File: src/common/lamp_defs.svh
// Constants for the power status lamps and the fault code flasher
`ifndef LAMP_DEFS_SVH
`define LAMP_DEFS_SVH

// --------------------------------------------------------------
// Time base
// --------------------------------------------------------------
`define LAMP_CLK_MHZ 250
`define LAMP_HALF_SEC_MS 500
`define LAMP_HALF_SEC_CYC (`LAMP_HALF_SEC_MS * 1000 * `LAMP_CLK_MHZ)

// --------------------------------------------------------------
// Frame timing in half-second ticks
// --------------------------------------------------------------
`define LAMP_START_TICKS 3'd4
`define LAMP_ONE_TICKS 3'd2
`define LAMP_ZERO_TICKS 3'd1
`define LAMP_GAP_TICKS 3'd1
`define LAMP_LAST_BIT 3'd7
`define LAMP_SINGLE_TICKS 1

// --------------------------------------------------------------
// Fault sources (upper nibble) and condition codes
// --------------------------------------------------------------
`define SRC_DC_IN 4'h1
`define SRC_EXT_FIRST 4'h7
`define SRC_EXT_LAST 4'he
`define LAMP_NUM_FAULTS 29
`define FC_ADP_OV 8'h10
`define FC_REPL_OV 8'h11
`define FC_DC_OC 8'h12
`define FC_DC_NOLOAD 8'h13
`define FC_DC_SENSE 8'h14
`define FC_MB_CHG_OC 8'h21
`define FC_MB_DIS_NOLOAD 8'h22
`define FC_MB_CHG_NODIR 8'h23
`define FC_MB_SENSE 8'h24
`define FC_MB_CHG_OFF 8'h25
`define FC_SB_CHG_OC 8'h31
`define FC_SB_DIS_NOLOAD 8'h32
`define FC_SB_CHG_NODIR 8'h33
`define FC_SB_SENSE 8'h34
`define FC_SB_CHG_OFF 8'h35
`define FC_SBY_LOW 8'h40
`define FC_SBY_LOW_NOCHG 8'h45
`define FC_C1_OV 8'h50
`define FC_C1_UV_ON 8'h51
`define FC_C1_UV_BOOT 8'h52
`define FC_C1_UV_SUSP 8'h53
`define FC_C1_BAD_OFF 8'h54
`define FC_C1_UV_PWRON 8'h55
`define FC_C2_OV 8'h60
`define FC_C2_UV_ON 8'h61
`define FC_C2_UV_BOOT 8'h62
`define FC_C2_UV_SUSP 8'h63
`define FC_C2_BAD_OFF 8'h64
`define FC_C2_UV_PWRON 8'h65

`endif

File: src/common/lamp_pkg.sv
// Types shared by the lamp controller and its tick generator
package lamp_pkg;
`include "lamp_defs.svh"

   typedef logic [7:0] code_t;
   typedef logic [`LAMP_NUM_FAULTS-1:0] fault_vec_t;

   // Gray coded along idle, start, bit, gap, bit ...
   typedef enum logic [1:0] {
      FR_IDLE  = 2'b00,
      FR_START = 2'b01,
      FR_BIT   = 2'b11,
      FR_GAP   = 2'b10
   } frame_state_t;

   typedef struct packed {
      logic rst_meta;
      logic rst_n;
   } rst_state_t;

   typedef struct packed {
      logic fault_active;
      code_t code;
      frame_state_t frame;
      logic [2:0] bit_idx;
      logic [2:0] ticks_left;
      logic restart;
      logic sys_on_prev;
      logic single_arm;
      logic single_on;
      logic blink_phase;
      logic batt_orange;
      logic batt_green;
      logic dc_orange;
      logic dc_green;
   } ctrl_state_t;

   typedef struct packed {
      logic [31:0] cnt;
      logic tick;
   } presc_state_t;
endpackage

File: src/common/lamp_tick_if.sv
// Half-second tick link between lamp controller and prescaler
`timescale 1ns/1ps
interface lamp_tick_if;
   logic tick;
   logic restart;

   modport ctrl (
      input tick,
      output restart
   );
   modport gen (
      output tick,
      input restart
   );
endinterface

File: src/rtl/lamp_tick_gen.sv
// Prescaler that turns the system clock into half-second ticks
`timescale 1ns/1ps
`include "lamp_defs.svh"
module lamp_tick_gen #(
   parameter int unsigned HALF_SEC_CYCLES = `LAMP_HALF_SEC_CYC
) (
   input wire logic i_clk,
   input wire logic i_rst_n,
   lamp_tick_if.gen tk
);
   import lamp_pkg::*;

   presc_state_t s_q;
   presc_state_t s_d;

   // ------------------------------------------------------------
   // Counter: restart realigns the tick grid to a frame start
   // ------------------------------------------------------------
   always_comb begin
      s_d = s_q;
      s_d.tick = 1'b0;
      if (tk.restart) begin
         s_d.cnt = 32'h0;
      end else if (s_q.cnt == 32'(HALF_SEC_CYCLES - 1)) begin
         s_d.cnt = 32'h0;
         s_d.tick = 1'b1;
      end else begin
         s_d.cnt = s_q.cnt + 32'h1;
      end
   end

   // State register
   always_ff @(posedge i_clk or negedge i_rst_n) begin
      if (!i_rst_n) begin
         s_q <= '0;
      end else begin
         s_q <= s_d;
      end
   end

   assign tk.tick = s_q.tick;
endmodule

File: src/rtl/power_status_fault_code_indicator.sv
// Battery and DC-input status lamps with serial fault code flasher
// What this block does
// - Battery lamp orange: charging with DC present
// - Battery lamp green: full with DC present
// - Battery lamp blinks orange: on, low
// - One orange flash at battery-only low switch-on
// - Lamps dark when no condition applies
// - DC lamp green: adapter power, no fault
// - Fault makes DC lamp flash the code orange
// - Frame: off two seconds, eight bits
// - Zero bit: lamp on half a second
// - Half second off between bits
// - Code sent least significant bit first
// - Upper nibble names the faulty source rail
// - Codes 10h, 11h: input overvoltage
// - Codes 12h-14h: input current faults
// - Codes 21h-25h: main battery current faults
// - Codes 31h-35h: second battery faults
// - Codes 40h, 45h: standby rail low
// - Codes 50h-55h: first core rail faults
// - Codes 60h-65h: second core rail faults
`timescale 1ns/1ps
`include "lamp_defs.svh"
module power_status_fault_code_indicator #(
   parameter int unsigned HALF_SEC_CYCLES = `LAMP_HALF_SEC_CYC
) (
   input wire logic I_SYS_CLK,
   input wire logic I_RSTN,
   input wire logic I_DC_PRESENT,
   input wire logic I_BATT_PRESENT,
   input wire logic I_BATT_CHARGING,
   input wire logic I_BATT_FULL,
   input wire logic I_BATT_LOW,
   input wire logic I_SYS_ON,
   input wire lamp_pkg::fault_vec_t I_FAULT_FLAGS,
   input wire logic I_EXT_FAULT_VALID,
   input wire lamp_pkg::code_t I_EXT_FAULT_CODE,
   output logic O_BATT_ORANGE,
   output logic O_BATT_GREEN,
   output logic O_DC_ORANGE,
   output logic O_DC_GREEN,
   output logic O_FAULT_ACTIVE,
   output lamp_pkg::code_t O_FAULT_CODE
);
   import lamp_pkg::*;

   // ------------------------------------------------------------
   // Functions
   // ------------------------------------------------------------

   // Code reported for each fault flag position
   function automatic code_t code_of(input logic [4:0] idx);
      code_t c;
      c = 8'h00;
      case (idx)
         5'd0: c = `FC_ADP_OV;
         5'd1: c = `FC_REPL_OV;
         5'd2: c = `FC_DC_OC;
         5'd3: c = `FC_DC_NOLOAD;
         5'd4: c = `FC_DC_SENSE;
         5'd5: c = `FC_MB_CHG_OC;
         5'd6: c = `FC_MB_DIS_NOLOAD;
         5'd7: c = `FC_MB_CHG_NODIR;
         5'd8: c = `FC_MB_SENSE;
         5'd9: c = `FC_MB_CHG_OFF;
         5'd10: c = `FC_SB_CHG_OC;
         5'd11: c = `FC_SB_DIS_NOLOAD;
         5'd12: c = `FC_SB_CHG_NODIR;
         5'd13: c = `FC_SB_SENSE;
         5'd14: c = `FC_SB_CHG_OFF;
         5'd15: c = `FC_SBY_LOW;
         5'd16: c = `FC_SBY_LOW_NOCHG;
         5'd17: c = `FC_C1_OV;
         5'd18: c = `FC_C1_UV_ON;
         5'd19: c = `FC_C1_UV_BOOT;
         5'd20: c = `FC_C1_UV_SUSP;
         5'd21: c = `FC_C1_BAD_OFF;
         5'd22: c = `FC_C1_UV_PWRON;
         5'd23: c = `FC_C2_OV;
         5'd24: c = `FC_C2_UV_ON;
         5'd25: c = `FC_C2_UV_BOOT;
         5'd26: c = `FC_C2_UV_SUSP;
         5'd27: c = `FC_C2_BAD_OFF;
         5'd28: c = `FC_C2_UV_PWRON;
         default: c = 8'h00;
      endcase
      return c;
   endfunction

   // Lowest flag wins; external rails only if nibble 7..E
   function automatic logic [8:0] pick_fault(
      input fault_vec_t flags,
      input logic ext_valid,
      input code_t ext_code
   );
      logic [8:0] r;
      r = 9'h000;
      if (ext_valid && ext_code[7:4] >= `SRC_EXT_FIRST &&
          ext_code[7:4] <= `SRC_EXT_LAST) begin
         r = {1'b1, ext_code};
      end
      for (int i = `LAMP_NUM_FAULTS - 1; i >= 0; i--) begin
         if (flags[i]) begin
            r = {1'b1, code_of(5'(i))};
         end
      end
      return r;
   endfunction

   // Lit time of one code bit, in half-second ticks
   function automatic logic [2:0] bit_ticks(input logic b);
      logic [2:0] t;
      t = b ? `LAMP_ONE_TICKS : `LAMP_ZERO_TICKS;
      return t;
   endfunction

   // One tick less, held at zero so a stray tick cannot wrap
   function automatic logic [2:0] tick_down(input logic [2:0] t);
      logic [2:0] r;
      r = (t == 3'd0) ? 3'd0 : t - 3'd1;
      return r;
   endfunction

   // True on the tick that ends the current period
   function automatic logic period_ends(input logic [2:0] t);
      logic e;
      e = t == 3'd1;
      return e;
   endfunction

   // ------------------------------------------------------------
   // Reset release
   // ------------------------------------------------------------
   rst_state_t r_q;
   logic rst_n;

   // Async assert, release through two flops
   // so every flop leaves reset on one clean edge
   always_ff @(posedge I_SYS_CLK or negedge I_RSTN) begin
      if (!I_RSTN) begin
         r_q <= '0;
      end else begin
         r_q <= '{rst_meta: 1'b1, rst_n: r_q.rst_meta};
      end
   end

   assign rst_n = r_q.rst_n;

   // ------------------------------------------------------------
   // Half-second time base
   // ------------------------------------------------------------
   lamp_tick_if tk_bus ();

   // Restart pulls the tick grid onto the first frame start after idle
   lamp_tick_gen #(
      .HALF_SEC_CYCLES(HALF_SEC_CYCLES)
   ) u_tick (
      .i_clk(I_SYS_CLK),
      .i_rst_n(rst_n),
      .tk(tk_bus.gen)
   );

   // ------------------------------------------------------------
   // Controller state
   // ------------------------------------------------------------
   ctrl_state_t s_q;
   ctrl_state_t s_d;
   logic tick;
   logic [8:0] cand;
   logic power_gone;
   logic switch_on;
   logic [2:0] next_idx;

   assign tick = tk_bus.tick;
   assign tk_bus.restart = s_q.restart;

   // ------------------------------------------------------------
   // Helper signals
   // ------------------------------------------------------------

   // Fault candidate, lowest flag first
   always_comb begin
      cand = pick_fault(I_FAULT_FLAGS, I_EXT_FAULT_VALID,
                        I_EXT_FAULT_CODE);
   end

   // Power events seen this cycle
   always_comb begin
      power_gone = !I_DC_PRESENT && !I_BATT_PRESENT;
      switch_on = I_SYS_ON && !s_q.sys_on_prev;
   end

   // Code bit that follows the current one
   always_comb begin
      next_idx = s_q.bit_idx + 3'd1;
   end

   // Next state of everything
   always_comb begin
      s_d = s_q;
      s_d.restart = 1'b0;
      s_d.sys_on_prev = I_SYS_ON;

      // --------------------------------------------------------
      // Fault latch
      // --------------------------------------------------------
      // First code held, later faults ignored.
      // Losing both sources clears it, but a fault seen in that
      // same cycle still gets latched.
      if (!s_q.fault_active) begin
         if (cand[8]) begin
            s_d.fault_active = 1'b1;
            s_d.code = cand[7:0];
         end
      end else if (power_gone) begin
         s_d.fault_active = cand[8];
         s_d.code = cand[8] ? cand[7:0] : 8'h00;
      end

      // --------------------------------------------------------
      // Frame sequencer
      // --------------------------------------------------------
      // Four dark ticks open a frame; a one is lit two ticks, a
      // zero one tick, one dark tick between bits. Bit 7 runs
      // straight into the next dark start, so the frame repeats
      // while the fault stands with no extra gap.
      case (s_q.frame)
         FR_IDLE: begin
            if (s_q.fault_active) begin
               s_d.frame = FR_START;
               s_d.ticks_left = `LAMP_START_TICKS;
               s_d.restart = 1'b1;
            end
         end
         FR_START: begin
            if (tick) begin
               if (period_ends(s_q.ticks_left)) begin
                  s_d.frame = FR_BIT;
                  s_d.bit_idx = 3'd0;
                  s_d.ticks_left = bit_ticks(s_q.code[0]);
               end else begin
                  s_d.ticks_left = tick_down(s_q.ticks_left);
               end
            end
         end
         FR_BIT: begin
            if (tick) begin
               if (!period_ends(s_q.ticks_left)) begin
                  s_d.ticks_left = tick_down(s_q.ticks_left);
               end else if (s_q.bit_idx == `LAMP_LAST_BIT) begin
                  s_d.frame = FR_START;
                  s_d.ticks_left = `LAMP_START_TICKS;
               end else begin
                  s_d.frame = FR_GAP;
                  s_d.ticks_left = `LAMP_GAP_TICKS;
               end
            end
         end
         FR_GAP: begin
            if (tick) begin
               if (period_ends(s_q.ticks_left)) begin
                  s_d.frame = FR_BIT;
                  s_d.bit_idx = next_idx;
                  s_d.ticks_left = bit_ticks(s_q.code[next_idx]);
               end else begin
                  s_d.ticks_left = tick_down(s_q.ticks_left);
               end
            end
         end
         default: begin
            s_d.frame = FR_IDLE;
         end
      endcase

      // Cleared fault drops the frame at once
      if (!s_q.fault_active) begin
         if (s_q.frame != FR_IDLE) begin
            s_d.frame = FR_IDLE;
            s_d.bit_idx = 3'd0;
            s_d.ticks_left = 3'd0;
         end
      end

      // --------------------------------------------------------
      // Battery timing
      // --------------------------------------------------------
      // Even blink phase, one tick on and one tick off
      if (tick) begin
         s_d.blink_phase = !s_q.blink_phase;
      end

      // Single switch-on flash: armed now, lit for one whole
      // tick so it is never a sliver of a half second
      if (tick) begin
         s_d.single_on = s_q.single_arm;
         s_d.single_arm = 1'b0;
      end
      if (switch_on && !I_DC_PRESENT && I_BATT_LOW) begin
         s_d.single_arm = 1'b1;
      end

      // --------------------------------------------------------
      // Lamp colours
      // --------------------------------------------------------
      // Battery lamp, charge states take priority
      s_d.batt_orange = 1'b0;
      s_d.batt_green = 1'b0;
      if (I_DC_PRESENT && I_BATT_FULL) begin
         s_d.batt_green = 1'b1;
      end else if (I_DC_PRESENT && I_BATT_CHARGING) begin
         s_d.batt_orange = 1'b1;
      end else if (s_q.single_arm || s_q.single_on) begin
         s_d.batt_orange = s_q.single_on;
      end else if (I_SYS_ON && I_BATT_LOW) begin
         s_d.batt_orange = s_q.blink_phase;
      end

      // DC lamp: fault flashing overrides the green state
      s_d.dc_orange = 1'b0;
      s_d.dc_green = 1'b0;
      if (s_q.fault_active) begin
         s_d.dc_orange = s_q.frame == FR_BIT;
      end else if (I_DC_PRESENT) begin
         s_d.dc_green = 1'b1;
      end
   end

   // State register
   always_ff @(posedge I_SYS_CLK or negedge rst_n) begin
      if (!rst_n) begin
         s_q <= '0;
      end else begin
         s_q <= s_d;
      end
   end

   // ------------------------------------------------------------
   // Outputs, all straight from flops
   // ------------------------------------------------------------
   assign O_BATT_ORANGE = s_q.batt_orange;
   assign O_BATT_GREEN = s_q.batt_green;
   assign O_DC_ORANGE = s_q.dc_orange;
   assign O_DC_GREEN = s_q.dc_green;
   assign O_FAULT_ACTIVE = s_q.fault_active;
   assign O_FAULT_CODE = s_q.code;
endmodule

File: config.mk
export PLATFORM = sky130hd
export DESIGN_NAME = power_status_fault_code_indicator
export DESIGN_NICKNAME = d
export VERILOG_FILES = /design/src/common/lamp_pkg.sv /design/src/common/lamp_tick_if.sv /design/src/rtl/lamp_tick_gen.sv /design/src/rtl/power_status_fault_code_indicator.sv
export VERILOG_INCLUDE_DIRS = /design/src /design/src/common
export SDC_FILE = /design/constraint.sdc
export NUM_CORES = 1
export LEC_CHECK = 0
export BUFFER_PORTS_ARGS = -buffer_cell sky130_fd_sc_hd__buf_2
export CORE_AREA = 2 2 87 89
export DETAILED_ROUTE_END_ITERATION = 16
export DIE_AREA = 0 0 89 91
export GPL_ROUTABILITY_DRIVEN = 0
export MAX_ROUTING_LAYER = met4
export PLACE_DENSITY = 0.73
export SYNTH_ARGS = -nofsm -noshare
export SYNTH_HDL_FRONTEND = slang
export SYNTH_HIERARCHICAL = 1
export SYNTH_SLANG_ARGS = --single-unit
File: constraint.sdc
create_clock -name I_SYS_CLK -period 2.6 [get_ports I_SYS_CLK]
set_clock_uncertainty 0.15 [all_clocks]
set_input_delay 0.52 -clock I_SYS_CLK [delete_from_list [all_inputs] [get_ports I_SYS_CLK]]
set_output_delay 0.52 -clock I_SYS_CLK [all_outputs]
set_load 0.01 [all_outputs]
# --- After elaboration in Yosys (flattened, before gate mapping) ---
# Cells that the tools add are included.
word_totals:
  register_bits: 61
  latchBits: 0
  mem_bits_rw: 0
  mem_bits_ro: 0
  input_bits: 46
  output_inout_bits: 13
  elab_cells: 124
  mem_count: 0
op_classes:
  n_addsub: 3
  mul: 0
  div: 0
  magnitude_cmp: 3
  n_eq_ne: 7
  shift: 0
  muxes: 73
  bitwise: 0
  n_reduce_logical: 20
op_table:
  columns: ["cell", "n"]
  rows:
  - ["9-bit 2-to-1 mux", 33]
  - ["32-bit 2-to-1 mux", 2]
  - ["8-bit 2-to-1 mux", 5]
  - ["32-bit by 1-bit adder with 32-bit output (second input constant)", 1]
  - ["32-bit by 27-bit == test with 1-bit output (second input constant)", 1]
  - ["3-bit 2-to-1 mux", 6]
  - ["2-bit 2-to-1 mux", 7]
  - ["1-bit 2-to-1 mux", 13]
  - ["3-bit case mux with 4 select lines", 1]
  - ["5-bit 2-to-1 mux", 2]
  - ["1-bit logical AND", 9]
  - ["2-bit case mux with 4 select lines", 1]
  - ["3-bit case mux with 2 select lines", 1]
  - ["2-bit nonzero test", 3]
  - ["2-bit == test (second input constant)", 2]
  - ["4-bit by 3-bit greater-or-equal comparator with 1-bit output (second input constant)", 1]
  - ["4-bit <= comparator (second input constant)", 1]
  - ["1-bit logical NOT", 4]
  - ["3-bit by 4-bit less-than comparator with 1-bit output (second input constant)", 1]
  - ["4-bit 2-to-1 mux", 1]
  - ["3-bit by 1-bit adder with 3-bit output (second input constant)", 1]
  - ["1-bit binary-select mux with 3-bit select", 1]
  - ["3-bit by 1-bit == test with 1-bit output (second input constant)", 1]
  - ["3-bit == test (second input constant)", 1]
  - ["other kinds (7)", 7]

# --- Longest topological paths before layout ---
depth:
  depth_word: 36
  ltp_mapped: 7
  mapped_depth_nobuf: 7

# --- By module ---
# Netlist, hierarchy kept.
modules_own_cells:
  columns: ["module", "n_inst", "cells_each", "area_each_um2", "seq_area_each_um2"]
  rows:
  - ["power_status_fault_code_indicator", 1, 231, 1993.2, 700.7]
  - ["lamp_tick_gen", 1, 183, 1859.3, 825.8]

# --- Least setup slack after synthesis ---
# No wires, ideal clock.
synth_timing:
  kind: "reg2reg"
  startpoint: "register u_tick/s_q[14] in the netlist's numbering"
  endpoint: "register u_tick/s_q[2] in the netlist's numbering"
  setup_ns: 0.120
  arrival_time_ns: 2.096
  t_required_ns: 2.330
  slack_ns: 0.235
  path_stages_with_launch: 5
  path_buffers: 0
  synth_period_minus_slack_ns: 2.365
  cell_sequence: "dfrtp_1 or4b_1 or4_4 or4_1 and3_1"
synth_rtl:
  columns: ["element", "line_no", "text"]
  rows:
  - ["start, declared", "lamp_tick_gen.sv:13", "presc_state_t s_q;"]
  - ["start signal, assigned", "lamp_tick_gen.sv:35", "s_q <= '0;"]
  - ["start signal, assigned", "lamp_tick_gen.sv:37", "s_q <= s_d;"]

==> summary.txt <==
Timing
  • Worst-Margin Slew: 0.702 ns
  • Achievable Freq: 0.400 GHz
  • Final Hold Fails: 0
  • Setup violations, final: 0
  • Setup TNS Final: 0 ns
  • Unrepaired setup endpoints after global routing: no
  • Worst hold slack: 0.147 ns
  • Final Slew Violations: 0
  • Tmin final: 2.50 ns
  • Slew margin rel.: 51.9%
  • Final Cycle Share: 96.2%

Drt
  • Drt drc: 0
  • DR iter-0 viols: 187
  • Drt total wl: 8440 um
  • Drt first pass iters: 4
  • WL per Instance: 14.5 um
  • Routed via count: 3369
  • Mean number of vias per cell: 5.77
  • Routed Antenna Nets: 0

GRT
  • Vias in the first global route: 3257
  • First-pass GRT wire length: 14600 um
  • Initial antenna violation count: 0
  • Overflow after GRT: 0
  • Largest net degree at the start of global routing: 34
  • Total track usage: 23.3%

Floorplanning
  • Row cnt: 31
  • Die Width: 89 um
  • Initial Utilization: 54.0%
  • Core ar.: 7140 um2
  • Top-level I/O count: 59
  • Die area: 8100 um2
  • Chip height: 91 um

Cells and area
  • Final #Nets: 536
  • FILL cells: 631
  • Area grow syn2layout: 16.8%
  • Antenna cells: 0
  • Share of cells above drive strength 1: 28.0%

Logic synthesis
  • Biggest area consumer among synthesized cells: dfrtp_1
  • Main combinational cell family by area after synthesis: simple AND/OR/NAND/NOR gates
  • Sequential share of the synthesized area: 39.6%
  • Synth top area share: 39.6%
  • Avg Synthesized Cell Area: 9.31 um2
  • Compound-Gate Fraction of Synth Area: 19.0%
  • Ys async rst share: 100%
  • Post-synthesis adder-cell area fraction: 3.25%
  • Yosys warns: 6
  • Top-count cell post-synth: dfrtp_1
  • Synth area leaders: dfrtp_1 40%, or4_1 3.9%, a21oi_2 3.9%
  • EDFF count, synth: 0
  • Fraction of synthesized area in multiplexers: 2.24%
  • Top FF cell, synth: dfrtp_1
  • Simple-gate share of the synthesized area: 27.8%
  • Cells after Synth: 414
  • Synth unique cells: 61
  • Post-synth top cells: 61 x dfrtp_1, 33 x nand2_1, 31 x nor2_1
  • Synth Net Count: 470
  • Post-Syn Area: 3850 um2
  • XOR/XNOR share of the synthesized area: 2.96%
  • #FFs+latches synth: 61

Setup path
  • RR Endpoint: u_tick/s_q[32]$_DFF_PN0_
  • WP data arrival: 2.56 ns
  • Worst R2R Path Depth: 5
  • Startpoint Class: register
  • Slowest cell on the critical path: or4b_1
  • R2R Path Start: u_tick/s_q[14]$_DFF_PN0_
  • Critical Path Max Stage Delay: 0.52 ns
  • CP Class: reg -> reg
  • Worst-path cell chain: or4b_1, or4_4, o41ai_4, buf_4, a21oi_1
  • R2R Setup Slk: 0.1 ns
  • Worst path required time: 2.66 ns
  • Crit-path max FO: 18
  • Setup crit end kind: register

Min path
  • HP Class: reg -> async

Clocking
  • H-tree levels: 3
  • Worst-Skew Late Latency: 0.33 ns
  • CTS root buffer: clkbuf_8
  • Clock slew at reported path FFs: 0.07 ns
  • Setup bufs post-CTS: 0
  • CTS tree: yes
  • CTS sink cnt: 61
  • CTS Buf Count: 9
  • Clock buffer depth: 2

Pwr
  • Leak Pwr: 0.00187 uW
  • PwrDens: 477 nW/um2
  • VDD IR-drop max: 0.000381 V

Placement
  • Final HPWL DP: 6250 um
  • Port bufs: 58

Run
  • Max-cap viol count: 0

Status
  • Status: completed
[registers in the layout, summed over array words and instances, names as in the netlist]
| register | cells |
|---|---|
| u_tick/s_q | 32 |
| s_q | 12 |
| O_FAULT_CODE | 8 |
| O_BATT_GREEN | 1 |
| O_BATT_ORANGE | 1 |
| O_DC_GREEN | 1 |
| O_DC_ORANGE | 1 |
| O_FAULT_ACTIVE | 1 |
| r_q | 1 |
| rst_n | 1 |
| tk_bus.restart | 1 |
| u_tick/tk.tick | 1 |
[per-layer routing]
metal	part of all wire [%]	global-route usage (%)
met2	50	36.2
met3	4.5	6.00
met4	0.60	5.35
met5	0	-
met1	45	30.7
[final cells by class]
| cell class | count | area, um2 | share of cell area, % |
|---|---|---|---|
| Tap cell | 99 | 124 | 2.75 |
| Inverter | 19 | 71.3 | 1.59 |
| Multi-Input combinational cell | 316 | 2130 | 47.4 |
| Timing Repair Buffer | 73 | 418 | 9.29 |
| Clock inverter | 6 | 86.3 | 1.92 |
| Sequential cell | 61 | 1530 | 34.0 |
| Clock buffer | 10 | 138 | 3.06 |
[worst max path at each step]
stage,from,endpoint,cells after the start
floorplan,u_tick/s_q[14]$_DFF_PN0_,u_tick/s_q[2]$_DFF_PN0_,4
global placement,I_FAULT_FLAGS[3],O_FAULT_CODE[2]$_DFFE_PN0P_,7
detailed placement,I_FAULT_FLAGS[3],O_FAULT_CODE[2]$_DFFE_PN0P_,7
CTS,u_tick/s_q[14]$_DFF_PN0_,u_tick/s_q[32]$_DFF_PN0_,5
global route,u_tick/s_q[14]$_DFF_PN0_,u_tick/s_q[32]$_DFF_PN0_,5
finish,u_tick/s_q[14]$_DFF_PN0_,u_tick/s_q[32]$_DFF_PN0_,5
[logic make-up (layout without fill, tap and decap cells)]
logic type      Yosys count  after routing
compound gates          100            100
xor+xnor                 13             13
fa+ha+maj                10             10
buf+inv                  37            108
flops                    61             61
mux                       6              6
other cells               1              1
simple gates            186            186
[layout by cell type, fill, tap and decap left out, types with 16 or more instances in the layout]
cell,synthesis,final
a21oi_2,17,17
buf_2,0,58
dfrtp_1,61,60
inv_1,19,19
nand2_1,33,33
nand3_1,16,16
nor2_1,31,31
o21ai_0,23,23
o31ai_1,16,16
or4_1,20,20
[worst max-delay path: cells and delay by family (launching register included)]
family	cells	cell delay (ns)
AOI/OAI and AO/OA	2	0.43
DFF	1	0.43
buffers and inverters	1	0.35
and+or+nand+nor	2	1.03
[what timing repair did]
action / in CTS / in global routing
hold buffers: 1 / 0
resized for setup: 0 / 0
hold endpoints to repair: 2 / 0
[metrics by stage]
step	power, uW	util [%]	area (um2)	std cells	setup WS, ns
after floorplan	1130	-	3850	414	0.235
after global placement	1220	59.8	4270	567	0.117
after detailed placement	1230	59.8	4270	567	0.0678
after CTS	2180	63.0	4500	584	0.0875
after global routing	2250	63.0	4500	584	0.0377
final	2150	63.0	4500	584	0.0991
[where the power goes]
| part | internal, uW | switching [uW] |
|---|---|---|
| Clock | 564 | 373 |
| Combinational | 91.9 | 106 |
| Sequential | 974 | 36.9 |
No activity file was read; power rests on OpenSTA's default activity.
